File: src/design/uiaf_pkg.sv
// uiaf_pkg: register map, field layout and types for the usb interrupt
// enable, device address and frame-low block.
// assumes an axi4-lite register bus with 32-bit data on a 100 MHz clock.
// Contract
// - enable bit 7 gates the stall handshake interrupt.
// - enable bit 6 gates the attach interrupt.
// - enable bit 5 gates the resume interrupt.
// - enable bit 4 gates the bus idle interrupt.
// - enable bit 3 gates the token-done flag interrupt.
// - enable bit 2 gates the start-of-frame flag interrupt.
// - enable bit 1 gates usb error; only then does it reach combined irq.
// - device mode: enable bit 0 gates the bus reset flag.
// - host mode: enable bit 0 gates the detach flag instead.
// - bits 31..8 of the three registers read as zero.
// - address bit 7 selects low speed (1) or full speed for next token.
// - address bits 6..0 hold the read/write 7-bit device address.
// - on each sof token, frame-low takes frame number bits 7..0.
package uiaf_pkg;
    localparam int ADDR_W = 8;
    localparam logic [ADDR_W-1:0] OFF_IRQ_ENABLE = 8'h00;
    localparam logic [ADDR_W-1:0] OFF_DEV_ADDR = 8'h04;
    localparam logic [ADDR_W-1:0] OFF_FRAME_LOW = 8'h08;
    localparam logic [ADDR_W-1:0] OFF_EVT_STATUS = 8'h0C;
    localparam logic [ADDR_W-1:0] OFF_EVT_CLEAR = 8'h10;
    localparam logic [ADDR_W-1:0] OFF_EVT_ENABLE = 8'h14;
    localparam int SRC_N = 8;
    localparam int BIT_STALL = 7;
    localparam int BIT_ATTACH = 6;
    localparam int BIT_RESUME = 5;
    localparam int BIT_IDLE = 4;
    localparam int BIT_TOKEN = 3;
    localparam int BIT_SOF = 2;
    localparam int BIT_ERROR = 1;
    localparam int BIT_RST_DET = 0;
    localparam int FRAME_W = 11;
    localparam int DEVICE_ADDRESS_FIELD_W = 7;
    localparam int EVT_N = 3;
    localparam int EVT_SOF = 0;
    localparam int EVT_ADDR_WR = 1;
    localparam int EVT_IRQ_RISE = 2;
    localparam logic [7:0] REG8_RESET = 8'h00;
    localparam logic [1:0] RESP_OKAY = 2'h0;
    localparam logic [1:0] RESP_SLVERR = 2'h2;

    typedef struct packed {
        logic low_speed_token_select;
        logic [DEVICE_ADDRESS_FIELD_W-1:0] device_address_field;
    } uiaf_addr_s;

    typedef struct packed {
        logic stall;
        logic attach;
        logic resume;
        logic bus_idle;
        logic token_done_flag;
        logic frame_start_flag;
        logic usb_error;
        logic reset_or_detach;
    } uiaf_src_s;

    typedef struct packed {
        logic valid;
        logic [ADDR_W-1:0] addr;
    } uiaf_req_s;
endpackage

File: src/design/uiaf_axil.sv
// uiaf_axil: axi4-lite slave front end; yields one-cycle read and write
// strobes with an address, and returns responses.
// assumes one master; one write and one read outstanding at most.
module uiaf_axil (
    // clock and reset
    input wire logic clk,
    input wire logic rst_n,
    // write channels
    input wire logic [uiaf_pkg::ADDR_W-1:0] s_axi_awaddr,
    input wire logic s_axi_awvalid,
    output logic s_axi_awready,
    input wire logic [31:0] s_axi_wdata,
    input wire logic [3:0] s_axi_wstrb,
    input wire logic s_axi_wvalid,
    output logic s_axi_wready,
    output logic [1:0] s_axi_bresp,
    output logic s_axi_bvalid,
    input wire logic s_axi_bready,
    // read channels
    input wire logic [uiaf_pkg::ADDR_W-1:0] s_axi_araddr,
    input wire logic s_axi_arvalid,
    output logic s_axi_arready,
    output logic [31:0] s_axi_rdata,
    output logic [1:0] s_axi_rresp,
    output logic s_axi_rvalid,
    input wire logic s_axi_rready,
    // register side
    output uiaf_pkg::uiaf_req_s wr_req,
    output logic [31:0] wr_data,
    output logic [3:0] wr_strb,
    input wire logic wr_ok,
    output uiaf_pkg::uiaf_req_s rd_req,
    input wire logic [31:0] rd_data,
    input wire logic rd_ok
);
    import uiaf_pkg::*;
    logic aw_have_reg, w_have_reg;
    logic [ADDR_W-1:0] aw_addr_reg;
    logic [31:0] w_data_reg;
    logic [3:0] w_strb_reg;
    logic wr_fire;
    assign s_axi_awready = !aw_have_reg && !s_axi_bvalid;
    assign s_axi_wready = !w_have_reg && !s_axi_bvalid;
    assign wr_fire = aw_have_reg && w_have_reg;
    always_ff @(posedge clk) begin
        if (!rst_n || wr_fire) begin
            aw_have_reg <= 1'b0;
            w_have_reg <= 1'b0;
        end else begin
            if (s_axi_awvalid && s_axi_awready) begin
                aw_have_reg <= 1'b1;
                aw_addr_reg <= s_axi_awaddr;
            end
            if (s_axi_wvalid && s_axi_wready) begin
                w_have_reg <= 1'b1;
                w_data_reg <= s_axi_wdata;
                w_strb_reg <= s_axi_wstrb;
            end
        end
    end
    assign wr_req = '{valid: wr_fire, addr: aw_addr_reg};
    assign wr_data = w_data_reg;
    assign wr_strb = w_strb_reg;
    always_ff @(posedge clk) begin
        if (!rst_n) begin
            s_axi_bvalid <= 1'b0;
            s_axi_bresp <= RESP_OKAY;
        end else if (wr_fire) begin
            s_axi_bvalid <= 1'b1;
            s_axi_bresp <= wr_ok ? RESP_OKAY : RESP_SLVERR;
        end else if (s_axi_bready) begin
            s_axi_bvalid <= 1'b0;
        end
    end
    logic rd_fire;
    assign s_axi_arready = !s_axi_rvalid;
    assign rd_fire = s_axi_arvalid && s_axi_arready;
    assign rd_req = '{valid: rd_fire, addr: s_axi_araddr};
    always_ff @(posedge clk) begin
        if (!rst_n) begin
            s_axi_rvalid <= 1'b0;
            s_axi_rdata <= 32'h0000_0000;
            s_axi_rresp <= RESP_OKAY;
        end else if (rd_fire) begin
            s_axi_rvalid <= 1'b1;
            s_axi_rdata <= rd_data;
            s_axi_rresp <= rd_ok ? RESP_OKAY : RESP_SLVERR;
        end else if (s_axi_rready) begin
            s_axi_rvalid <= 1'b0;
        end
    end
endmodule // uiaf_axil

File: src/design/uiaf_gate.sv
// uiaf_gate: per-source enable gating onto the combined usb interrupt.
// assumes flags are levels from the usb engine on the same clock.
module uiaf_gate (
    // flags and enables
    input wire uiaf_pkg::uiaf_src_s flags,
    input wire logic [uiaf_pkg::SRC_N-1:0] enables,
    input wire logic host_mode,
    input wire logic bus_reset_flag,
    input wire logic detach_flag,
    // result
    output logic [uiaf_pkg::SRC_N-1:0] gated,
    output logic combined_usb_irq
);
    import uiaf_pkg::*;
    logic [SRC_N-1:0] src;
    always_comb begin
        src = flags;
        // bit 0 source is chosen by role
        src[BIT_RST_DET] = host_mode ? detach_flag : bus_reset_flag;
    end
    genvar i;
    generate
        for (i = 0; i < SRC_N; i++) begin : g_src
            assign gated[i] = src[i] & enables[i];
        end
    endgenerate
    // error reaches the combined irq only through its enable
    assign combined_usb_irq = |gated;
endmodule // uiaf_gate

File: src/design/uiaf_top.sv
// uiaf_top: usb interrupt enables, device address and frame-low registers.
// assumes the usb engine supplies flags and the sof frame number on clk.
module uiaf_top (
    // clock and reset
    input wire logic clk,
    input wire logic rst_n,
    // axi4-lite slave
    input wire logic [uiaf_pkg::ADDR_W-1:0] s_axi_awaddr,
    input wire logic s_axi_awvalid,
    output logic s_axi_awready,
    input wire logic [31:0] s_axi_wdata,
    input wire logic [3:0] s_axi_wstrb,
    input wire logic s_axi_wvalid,
    output logic s_axi_wready,
    output logic [1:0] s_axi_bresp,
    output logic s_axi_bvalid,
    input wire logic s_axi_bready,
    input wire logic [uiaf_pkg::ADDR_W-1:0] s_axi_araddr,
    input wire logic s_axi_arvalid,
    output logic s_axi_arready,
    output logic [31:0] s_axi_rdata,
    output logic [1:0] s_axi_rresp,
    output logic s_axi_rvalid,
    input wire logic s_axi_rready,
    // usb engine
    input wire logic host_mode,
    input wire uiaf_pkg::uiaf_src_s usb_flags,
    input wire logic bus_reset_flag,
    input wire logic detach_flag,
    input wire logic sof_received,
    input wire logic [uiaf_pkg::FRAME_W-1:0] frame_number,
    // outputs to the engine and the cpu
    output logic combined_usb_irq,
    output logic low_speed_token_select,
    output logic [uiaf_pkg::DEVICE_ADDRESS_FIELD_W-1:0] device_address_field,
    output logic block_irq
);
    import uiaf_pkg::*;

    function automatic logic hit(input uiaf_req_s r,
                                 input logic [ADDR_W-1:0] off);
        return r.valid && (r.addr == off);
    endfunction

    uiaf_req_s wr_req, rd_req;
    logic [31:0] wr_data;
    logic [3:0] wr_strb;
    logic [31:0] rd_data;
    logic wr_ok, rd_ok;
    logic [7:0] irq_enable_reg;
    uiaf_addr_s addr_reg;
    logic [7:0] frame_low_reg;
    logic [EVT_N-1:0] evt_status_reg, evt_enable_reg, evt_set;
    logic [SRC_N-1:0] gated;
    logic combined_d_reg;

    uiaf_axil u_axil (
        .clk(clk),
        .rst_n(rst_n),
        .s_axi_awaddr(s_axi_awaddr),
        .s_axi_awvalid(s_axi_awvalid),
        .s_axi_awready(s_axi_awready),
        .s_axi_wdata(s_axi_wdata),
        .s_axi_wstrb(s_axi_wstrb),
        .s_axi_wvalid(s_axi_wvalid),
        .s_axi_wready(s_axi_wready),
        .s_axi_bresp(s_axi_bresp),
        .s_axi_bvalid(s_axi_bvalid),
        .s_axi_bready(s_axi_bready),
        .s_axi_araddr(s_axi_araddr),
        .s_axi_arvalid(s_axi_arvalid),
        .s_axi_arready(s_axi_arready),
        .s_axi_rdata(s_axi_rdata),
        .s_axi_rresp(s_axi_rresp),
        .s_axi_rvalid(s_axi_rvalid),
        .s_axi_rready(s_axi_rready),
        .wr_req(wr_req),
        .wr_data(wr_data),
        .wr_strb(wr_strb),
        .wr_ok(wr_ok),
        .rd_req(rd_req),
        .rd_data(rd_data),
        .rd_ok(rd_ok)
    );

    uiaf_gate u_gate (
        .flags(usb_flags),
        .enables(irq_enable_reg),
        .host_mode(host_mode),
        .bus_reset_flag(bus_reset_flag),
        .detach_flag(detach_flag),
        .gated(gated),
        .combined_usb_irq(combined_usb_irq)
    );

    // only byte lane 0 carries implemented bits
    logic wr_lane0;
    assign wr_lane0 = wr_strb[0];

    always_ff @(posedge clk) begin
        if (!rst_n) begin
            irq_enable_reg <= REG8_RESET;
        end else if (hit(wr_req, OFF_IRQ_ENABLE) && wr_lane0) begin
            irq_enable_reg <= wr_data[7:0];
        end
    end

    always_ff @(posedge clk) begin
        if (!rst_n) begin
            addr_reg <= REG8_RESET;
        end else if (hit(wr_req, OFF_DEV_ADDR) && wr_lane0) begin
            addr_reg <= wr_data[7:0];
        end
    end
    assign low_speed_token_select = addr_reg.low_speed_token_select;
    assign device_address_field = addr_reg.device_address_field;

    always_ff @(posedge clk) begin
        if (!rst_n) begin
            frame_low_reg <= REG8_RESET;
        end else if (sof_received) begin
            frame_low_reg <= frame_number[7:0];
        end
    end

    always_ff @(posedge clk) begin
        if (!rst_n) begin
            combined_d_reg <= 1'b0;
        end else begin
            combined_d_reg <= combined_usb_irq;
        end
    end

    // block events: sof capture, address write, combined irq rising
    always_comb begin
        evt_set = '0;
        evt_set[EVT_SOF] = sof_received;
        evt_set[EVT_ADDR_WR] = hit(wr_req, OFF_DEV_ADDR) && wr_lane0;
        evt_set[EVT_IRQ_RISE] = combined_usb_irq && !combined_d_reg;
    end

    // set wins over a clear in the same cycle
    always_ff @(posedge clk) begin
        if (!rst_n) begin
            evt_status_reg <= '0;
        end else if (hit(wr_req, OFF_EVT_CLEAR) && wr_lane0) begin
            evt_status_reg <= (evt_status_reg & ~wr_data[EVT_N-1:0]) | evt_set;
        end else begin
            evt_status_reg <= evt_status_reg | evt_set;
        end
    end

    always_ff @(posedge clk) begin
        if (!rst_n) begin
            evt_enable_reg <= '0;
        end else if (hit(wr_req, OFF_EVT_ENABLE) && wr_lane0) begin
            evt_enable_reg <= wr_data[EVT_N-1:0];
        end
    end
    assign block_irq = |(evt_status_reg & evt_enable_reg);

    always_comb begin
        wr_ok = (wr_req.addr == OFF_IRQ_ENABLE) ||
                (wr_req.addr == OFF_DEV_ADDR) ||
                (wr_req.addr == OFF_FRAME_LOW) ||
                (wr_req.addr == OFF_EVT_CLEAR) ||
                (wr_req.addr == OFF_EVT_ENABLE) ||
                (wr_req.addr == OFF_EVT_STATUS);
    end

    // upper bits read as zero
    always_comb begin
        rd_data = 32'h0000_0000;
        rd_ok = 1'b1;
        unique case (rd_req.addr)
            OFF_IRQ_ENABLE: rd_data[7:0] = irq_enable_reg;
            OFF_DEV_ADDR: rd_data[7:0] = addr_reg;
            OFF_FRAME_LOW: rd_data[7:0] = frame_low_reg;
            OFF_EVT_STATUS: rd_data[EVT_N-1:0] = evt_status_reg;
            OFF_EVT_CLEAR: rd_data = 32'h0000_0000;
            OFF_EVT_ENABLE: rd_data[EVT_N-1:0] = evt_enable_reg;
            default: rd_ok = 1'b0;
        endcase
    end

    // per-source gating onto the combined irq
    a_error_gated: assert property (
        @(posedge clk) disable iff (!rst_n)
        (usb_flags.usb_error && !irq_enable_reg[BIT_ERROR] &&
         (gated & ~(8'h01 << BIT_ERROR)) == '0) |-> !combined_usb_irq)
        else $error("error irq passed while its enable was clear");

    a_error_passes: assert property (
        @(posedge clk) disable iff (!rst_n)
        (usb_flags.usb_error && irq_enable_reg[BIT_ERROR])
        |-> combined_usb_irq)
        else $error("enabled error did not raise combined irq");

    a_stall_passes: assert property (
        @(posedge clk) disable iff (!rst_n)
        (usb_flags.stall && irq_enable_reg[BIT_STALL]) |-> combined_usb_irq)
        else $error("enabled stall did not raise combined irq");

    a_attach_passes: assert property (
        @(posedge clk) disable iff (!rst_n)
        (usb_flags.attach && irq_enable_reg[BIT_ATTACH])
        |-> combined_usb_irq)
        else $error("enabled attach did not raise combined irq");

    a_resume_passes: assert property (
        @(posedge clk) disable iff (!rst_n)
        (usb_flags.resume && irq_enable_reg[BIT_RESUME])
        |-> combined_usb_irq)
        else $error("enabled resume did not raise combined irq");

    a_idle_passes: assert property (
        @(posedge clk) disable iff (!rst_n)
        (usb_flags.bus_idle && irq_enable_reg[BIT_IDLE])
        |-> combined_usb_irq)
        else $error("enabled bus idle did not raise combined irq");

    a_token_passes: assert property (
        @(posedge clk) disable iff (!rst_n)
        (usb_flags.token_done_flag && irq_enable_reg[BIT_TOKEN])
        |-> combined_usb_irq)
        else $error("enabled token done did not raise combined irq");

    a_sof_passes: assert property (
        @(posedge clk) disable iff (!rst_n)
        (usb_flags.frame_start_flag && irq_enable_reg[BIT_SOF])
        |-> combined_usb_irq)
        else $error("enabled start of frame did not raise combined irq");

    a_host_detach: assert property (
        @(posedge clk) disable iff (!rst_n)
        (host_mode && detach_flag && irq_enable_reg[BIT_RST_DET])
        |-> gated[BIT_RST_DET])
        else $error("enabled detach ignored in host mode");

    a_detach_masked: assert property (
        @(posedge clk) disable iff (!rst_n)
        (host_mode && !irq_enable_reg[BIT_RST_DET])
        |-> !gated[BIT_RST_DET])
        else $error("detach passed while its enable was clear");

    a_host_reset_ignored: assert property (
        @(posedge clk) disable iff (!rst_n)
        (host_mode && !detach_flag) |-> !gated[BIT_RST_DET])
        else $error("bus reset reached bit 0 in host mode");

    a_device_reset: assert property (
        @(posedge clk) disable iff (!rst_n)
        !host_mode |-> (gated[BIT_RST_DET] ==
        (bus_reset_flag && irq_enable_reg[BIT_RST_DET])))
        else $error("bus reset gating wrong in device mode");

    a_none_enabled: assert property (
        @(posedge clk) disable iff (!rst_n)
        (irq_enable_reg == 8'h00) |-> !combined_usb_irq)
        else $error("combined irq with no enables");

    // register contents
    a_sof_capture: assert property (
        @(posedge clk) disable iff (!rst_n)
        sof_received |=> frame_low_reg == $past(frame_number[7:0]))
        else $error("frame low not captured on sof");

    a_frame_hold: assert property (
        @(posedge clk) disable iff (!rst_n)
        !sof_received |=> $stable(frame_low_reg))
        else $error("frame low changed without sof");

    a_addr_write: assert property (
        @(posedge clk) disable iff (!rst_n)
        (hit(wr_req, OFF_DEV_ADDR) && wr_lane0) |=>
        {low_speed_token_select, device_address_field} == $past(wr_data[7:0]))
        else $error("address write not applied");

    a_addr_stable: assert property (
        @(posedge clk) disable iff (!rst_n)
        !(hit(wr_req, OFF_DEV_ADDR) && wr_lane0) |=> $stable(addr_reg))
        else $error("address changed without a write");

    a_enable_write: assert property (
        @(posedge clk) disable iff (!rst_n)
        (hit(wr_req, OFF_IRQ_ENABLE) && wr_lane0) |=>
        irq_enable_reg == $past(wr_data[7:0]))
        else $error("enable write not applied");

    a_enable_hold: assert property (
        @(posedge clk) disable iff (!rst_n)
        !(hit(wr_req, OFF_IRQ_ENABLE) && wr_lane0) |=>
        $stable(irq_enable_reg))
        else $error("enables changed without a write");

    a_upper_zero: assert property (
        @(posedge clk) disable iff (!rst_n)
        s_axi_rvalid |-> s_axi_rdata[31:8] == 24'h000000)
        else $error("upper read bits not zero");

    a_slverr_zero: assert property (
        @(posedge clk) disable iff (!rst_n)
        (s_axi_rvalid && s_axi_rresp == RESP_SLVERR) |->
        s_axi_rdata == 32'h0000_0000)
        else $error("refused read returned data");

    a_reset_zero: assert property (
        @(posedge clk)
        !rst_n |=> (irq_enable_reg == 8'h00 && addr_reg == 8'h00 &&
        frame_low_reg == 8'h00))
        else $error("registers not zero after reset");
endmodule // uiaf_top

File: config.mk
export PLATFORM = sky130hd
export DESIGN_NAME = uiaf_top
export DESIGN_NICKNAME = d
export VERILOG_FILES = /design/src/design/uiaf_pkg.sv /design/src/design/uiaf_axil.sv /design/src/design/uiaf_gate.sv /design/src/design/uiaf_top.sv
export SDC_FILE = /design/constraint.sdc
export NUM_CORES = 1
export LEC_CHECK = 0
export ABC_AREA = 1
export BUFFER_PORTS_ARGS = -buffer_cell sky130_fd_sc_hd__buf_2
export CAP_MARGIN = 0
export CELL_PAD_IN_SITES_DETAIL_PLACEMENT = 2
export CELL_PAD_IN_SITES_GLOBAL_PLACEMENT = 2
export CORE_ASPECT_RATIO = 1.75
export CORE_MARGIN = 2
export CORE_UTILIZATION = 25
export DETAILED_ROUTE_END_ITERATION = 10
export GPL_ROUTABILITY_DRIVEN = 0
export PLACE_DENSITY = 0.84
export SYNTH_ARGS = -nofsm -noshare
export SYNTH_HDL_FRONTEND = slang
export SYNTH_SLANG_ARGS = --single-unit
File: constraint.sdc
create_clock -name clk -period 1.8 [get_ports clk]
set_input_delay 0.09 -clock clk [delete_from_list [all_inputs] [get_ports clk]]
set_output_delay 0.09 -clock clk [all_outputs]
set_load 0.01 [all_outputs]
==> run summary <==
outcome -> completed
Synth Register Bits -> 62
setup TNS -> 0 ps
Mapped Area -> 2800 µm²
met1 global-route usage -> 0.1373
Hold Path Class -> in2reg
f_max -> 0.6946 GHz
Die Wd -> 84 µm
Max stage delay cell, worst path -> edfxtp_1
Critical Path AT -> 1650 ps
commonest non-fill, non-tap cell in the layout -> buf_2
final worst path period share -> 0.7998
H-tree levels -> 3
layer with the highest usage -> met2
total wire length -> 9102 µm
Async SR Flop Fraction -> 0
DRC errors left -> 0
Root Driver -> clkbuf_16
CP required -> 2010 ps
most frequent cells in the layout -> 75 x buf_2, 74 x nor2_1, 45 x dfxtp_1
largest net degree at the start of global routing -> 35
worst slack, placed -> 396.7 ps
Area Overhead vs Synth -> 31.05%
I/O Pins -> 133
CP endpoint kind -> flip-flop
CTS Hold Bufs -> 21
post-layout util -> 0.3324
Final min period -> 1440 ps
TritonRoute pass-1 iters -> 4
# diodes -> 0
WHS -> 11.92 ps
maximum VDD drop -> 442.5 µV
post-DR wirelength/cell -> 15.53 µm
iteration-0 DRC count of the detailed router -> 88
CTS tree -> built
Site Rows -> 51
clk_skew -> 8.070 ps
M2 GR Usage -> 0.3213
number of global-route vias before repair -> 2,876
total of warnings raised by yosys -> 0
# fillers -> 1,314
most used cell along the critical path -> nor2_1
total grt overflow -> 0
Final Max Slew Viols -> 0
number of synthesized flops with an enable pin -> 17
clock-pin slew on the worst setup and hold paths -> 50 ps
dpl hpwl -> 6897 µm
GRT Overall Usage -> 0.1574
share of cells above drive strength 1 -> 0.2313
Post-CTS Setup Repair Bufs -> 0
clk buf depth -> 2
Post-Synthesis Cells -> 347
antenna-violating nets left -> 0
register area share after synthesis -> 0.5040
nets@finish -> 531
antenna violations before repair -> 0
I/O Buffers -> 75
leak pwr -> 1.632 nW
worst skew pair latency -> 330 ps
Setup Crit Path Kind -> reg2reg
CP Max Fanout -> 9
crit-path cells -> nor2_1, nand3_1, inv_1, nand2_2, o21ai_0, nor2_1
Vias -> 2,674
core area -> 11,040 µm²
Sink Count -> 62
unrepaired setup endpoints after global routing -> false
post-synthesis cell type count -> 26
most frequently used flop master after synthesis -> dfxtp_1
Pwr per Cell Area -> 906.9 nW/µm²
MaxCap Viol Count -> 0
final worst slack -> 360.3 ps
Final Setup Violations -> 0
total die area -> 12,100 µm²
crit-path leading delay family -> simple AND/OR/NAND/NOR gates
starting density of the core -> 0.2537
GRT met3 Usage -> 0.03253
TritonCTS buffer count -> 9
crit-path max cell delay -> 380 ps
cts repair resizes -> 0
CP startpoint kind -> flip-flop
Final Hold Viols -> 0
die height -> 144.0 µm
Vias/cell -> 4.563
crit path buf inv count -> 1
first-pass GRT wire length -> 14,430 µm
syn avg cell area -> 8.070 µm²
==> Yosys cell counts, types with 2 or more instances <==
cell / n / area share
a21oi_1: 12 / 0.021
buf_4: 27 / 0.072
buf_6: 2 / 0.0080
clkbuf_1: 3 / 0.0040
clkinv_1: 2 / 0.0027
clkinv_2: 2 / 0.0036
dfxtp_1: 45 / 0.32
edfxtp_1: 17 / 0.18
inv_1: 19 / 0.025
nand2_1: 44 / 0.059
nand2_2: 5 / 0.011
nand3_1: 43 / 0.077
nor2_1: 74 / 0.099
nor2_2: 4 / 0.0089
nor2_4: 3 / 0.012
o21a_1: 2 / 0.0054
o21ai_0: 34 / 0.061
==> tightest hold or removal path: stages <==
cell    delay, ps
buf_2          80
nor2_1         40
nor2_1         90
==> per-layer routing <==
metal	up-vias	wire, µm
met2	83	5406
met4	0	345
li1	1291	-
met1	1281	2927
met5	-	0
met3	19	423
==> stage by stage <==
| step | area (µm²) | cells | total power (W) |
|---|---|---|---|
| 2_1_floorplan | 2894 | 372 | 0.001726 |
| 5_1_grt | 3670 | 586 | 0.003467 |
| 3_5_place_dp | 3206 | 549 | 0.001808 |
| 4_1_cts | 3670 | 586 | 0.003362 |
| 6_report | 3670 | 586 | 0.003328 |
| 3_3_place_gp | 3206 | 549 | 0.001793 |
==> path summary, 6_finish.rpt <==
check / from / endpoint / slack (ps) / depth (start not counted)
setup / recovery: u_axil.aw_addr_reg[1] / irq_enable_reg[7] / 360 / 6
setup reg to reg: u_axil.aw_addr_reg[1] / irq_enable_reg[7] / 360 / 6
hold reg to reg: u_axil.s_axi_rdata[4] / u_axil.s_axi_rdata[4] / 460 / 2
hold / removal: frame_number[7] / frame_low_reg[7] / 10 / 3
==> where the power goes <==
part | switching, W | internal (W)
combinational | 0.000172 | 0.000120
clock | 0.000587 | 0.000928
sequential | 0.0000316 | 0.00149
==> cell families after synthesis <==
group	Yosys count	synth area share
AND/OR/NAND/NOR	178	0.2802
flip-flops	62	0.5040
buffers and inverters	57	0.1238
other	1	0.001339
AO/OA/AOI/OAI	49	0.09070
==> area by class of cell <==
cell class                      instances  area [µm²]  share of cell area
Inverter                               24       95.09             0.02591
Clock inverter                          2       10.01            0.002728
Clock buffer                           14       244.0             0.06648
Tap cell                              132       165.2             0.04501
Timing Repair Buffer                   99       608.1              0.1657
Multi-Input combinational cell        253        1136              0.3096
Sequential cell                        62        1411              0.3846
No activity file was read; power rests on OpenSTA's default activity.
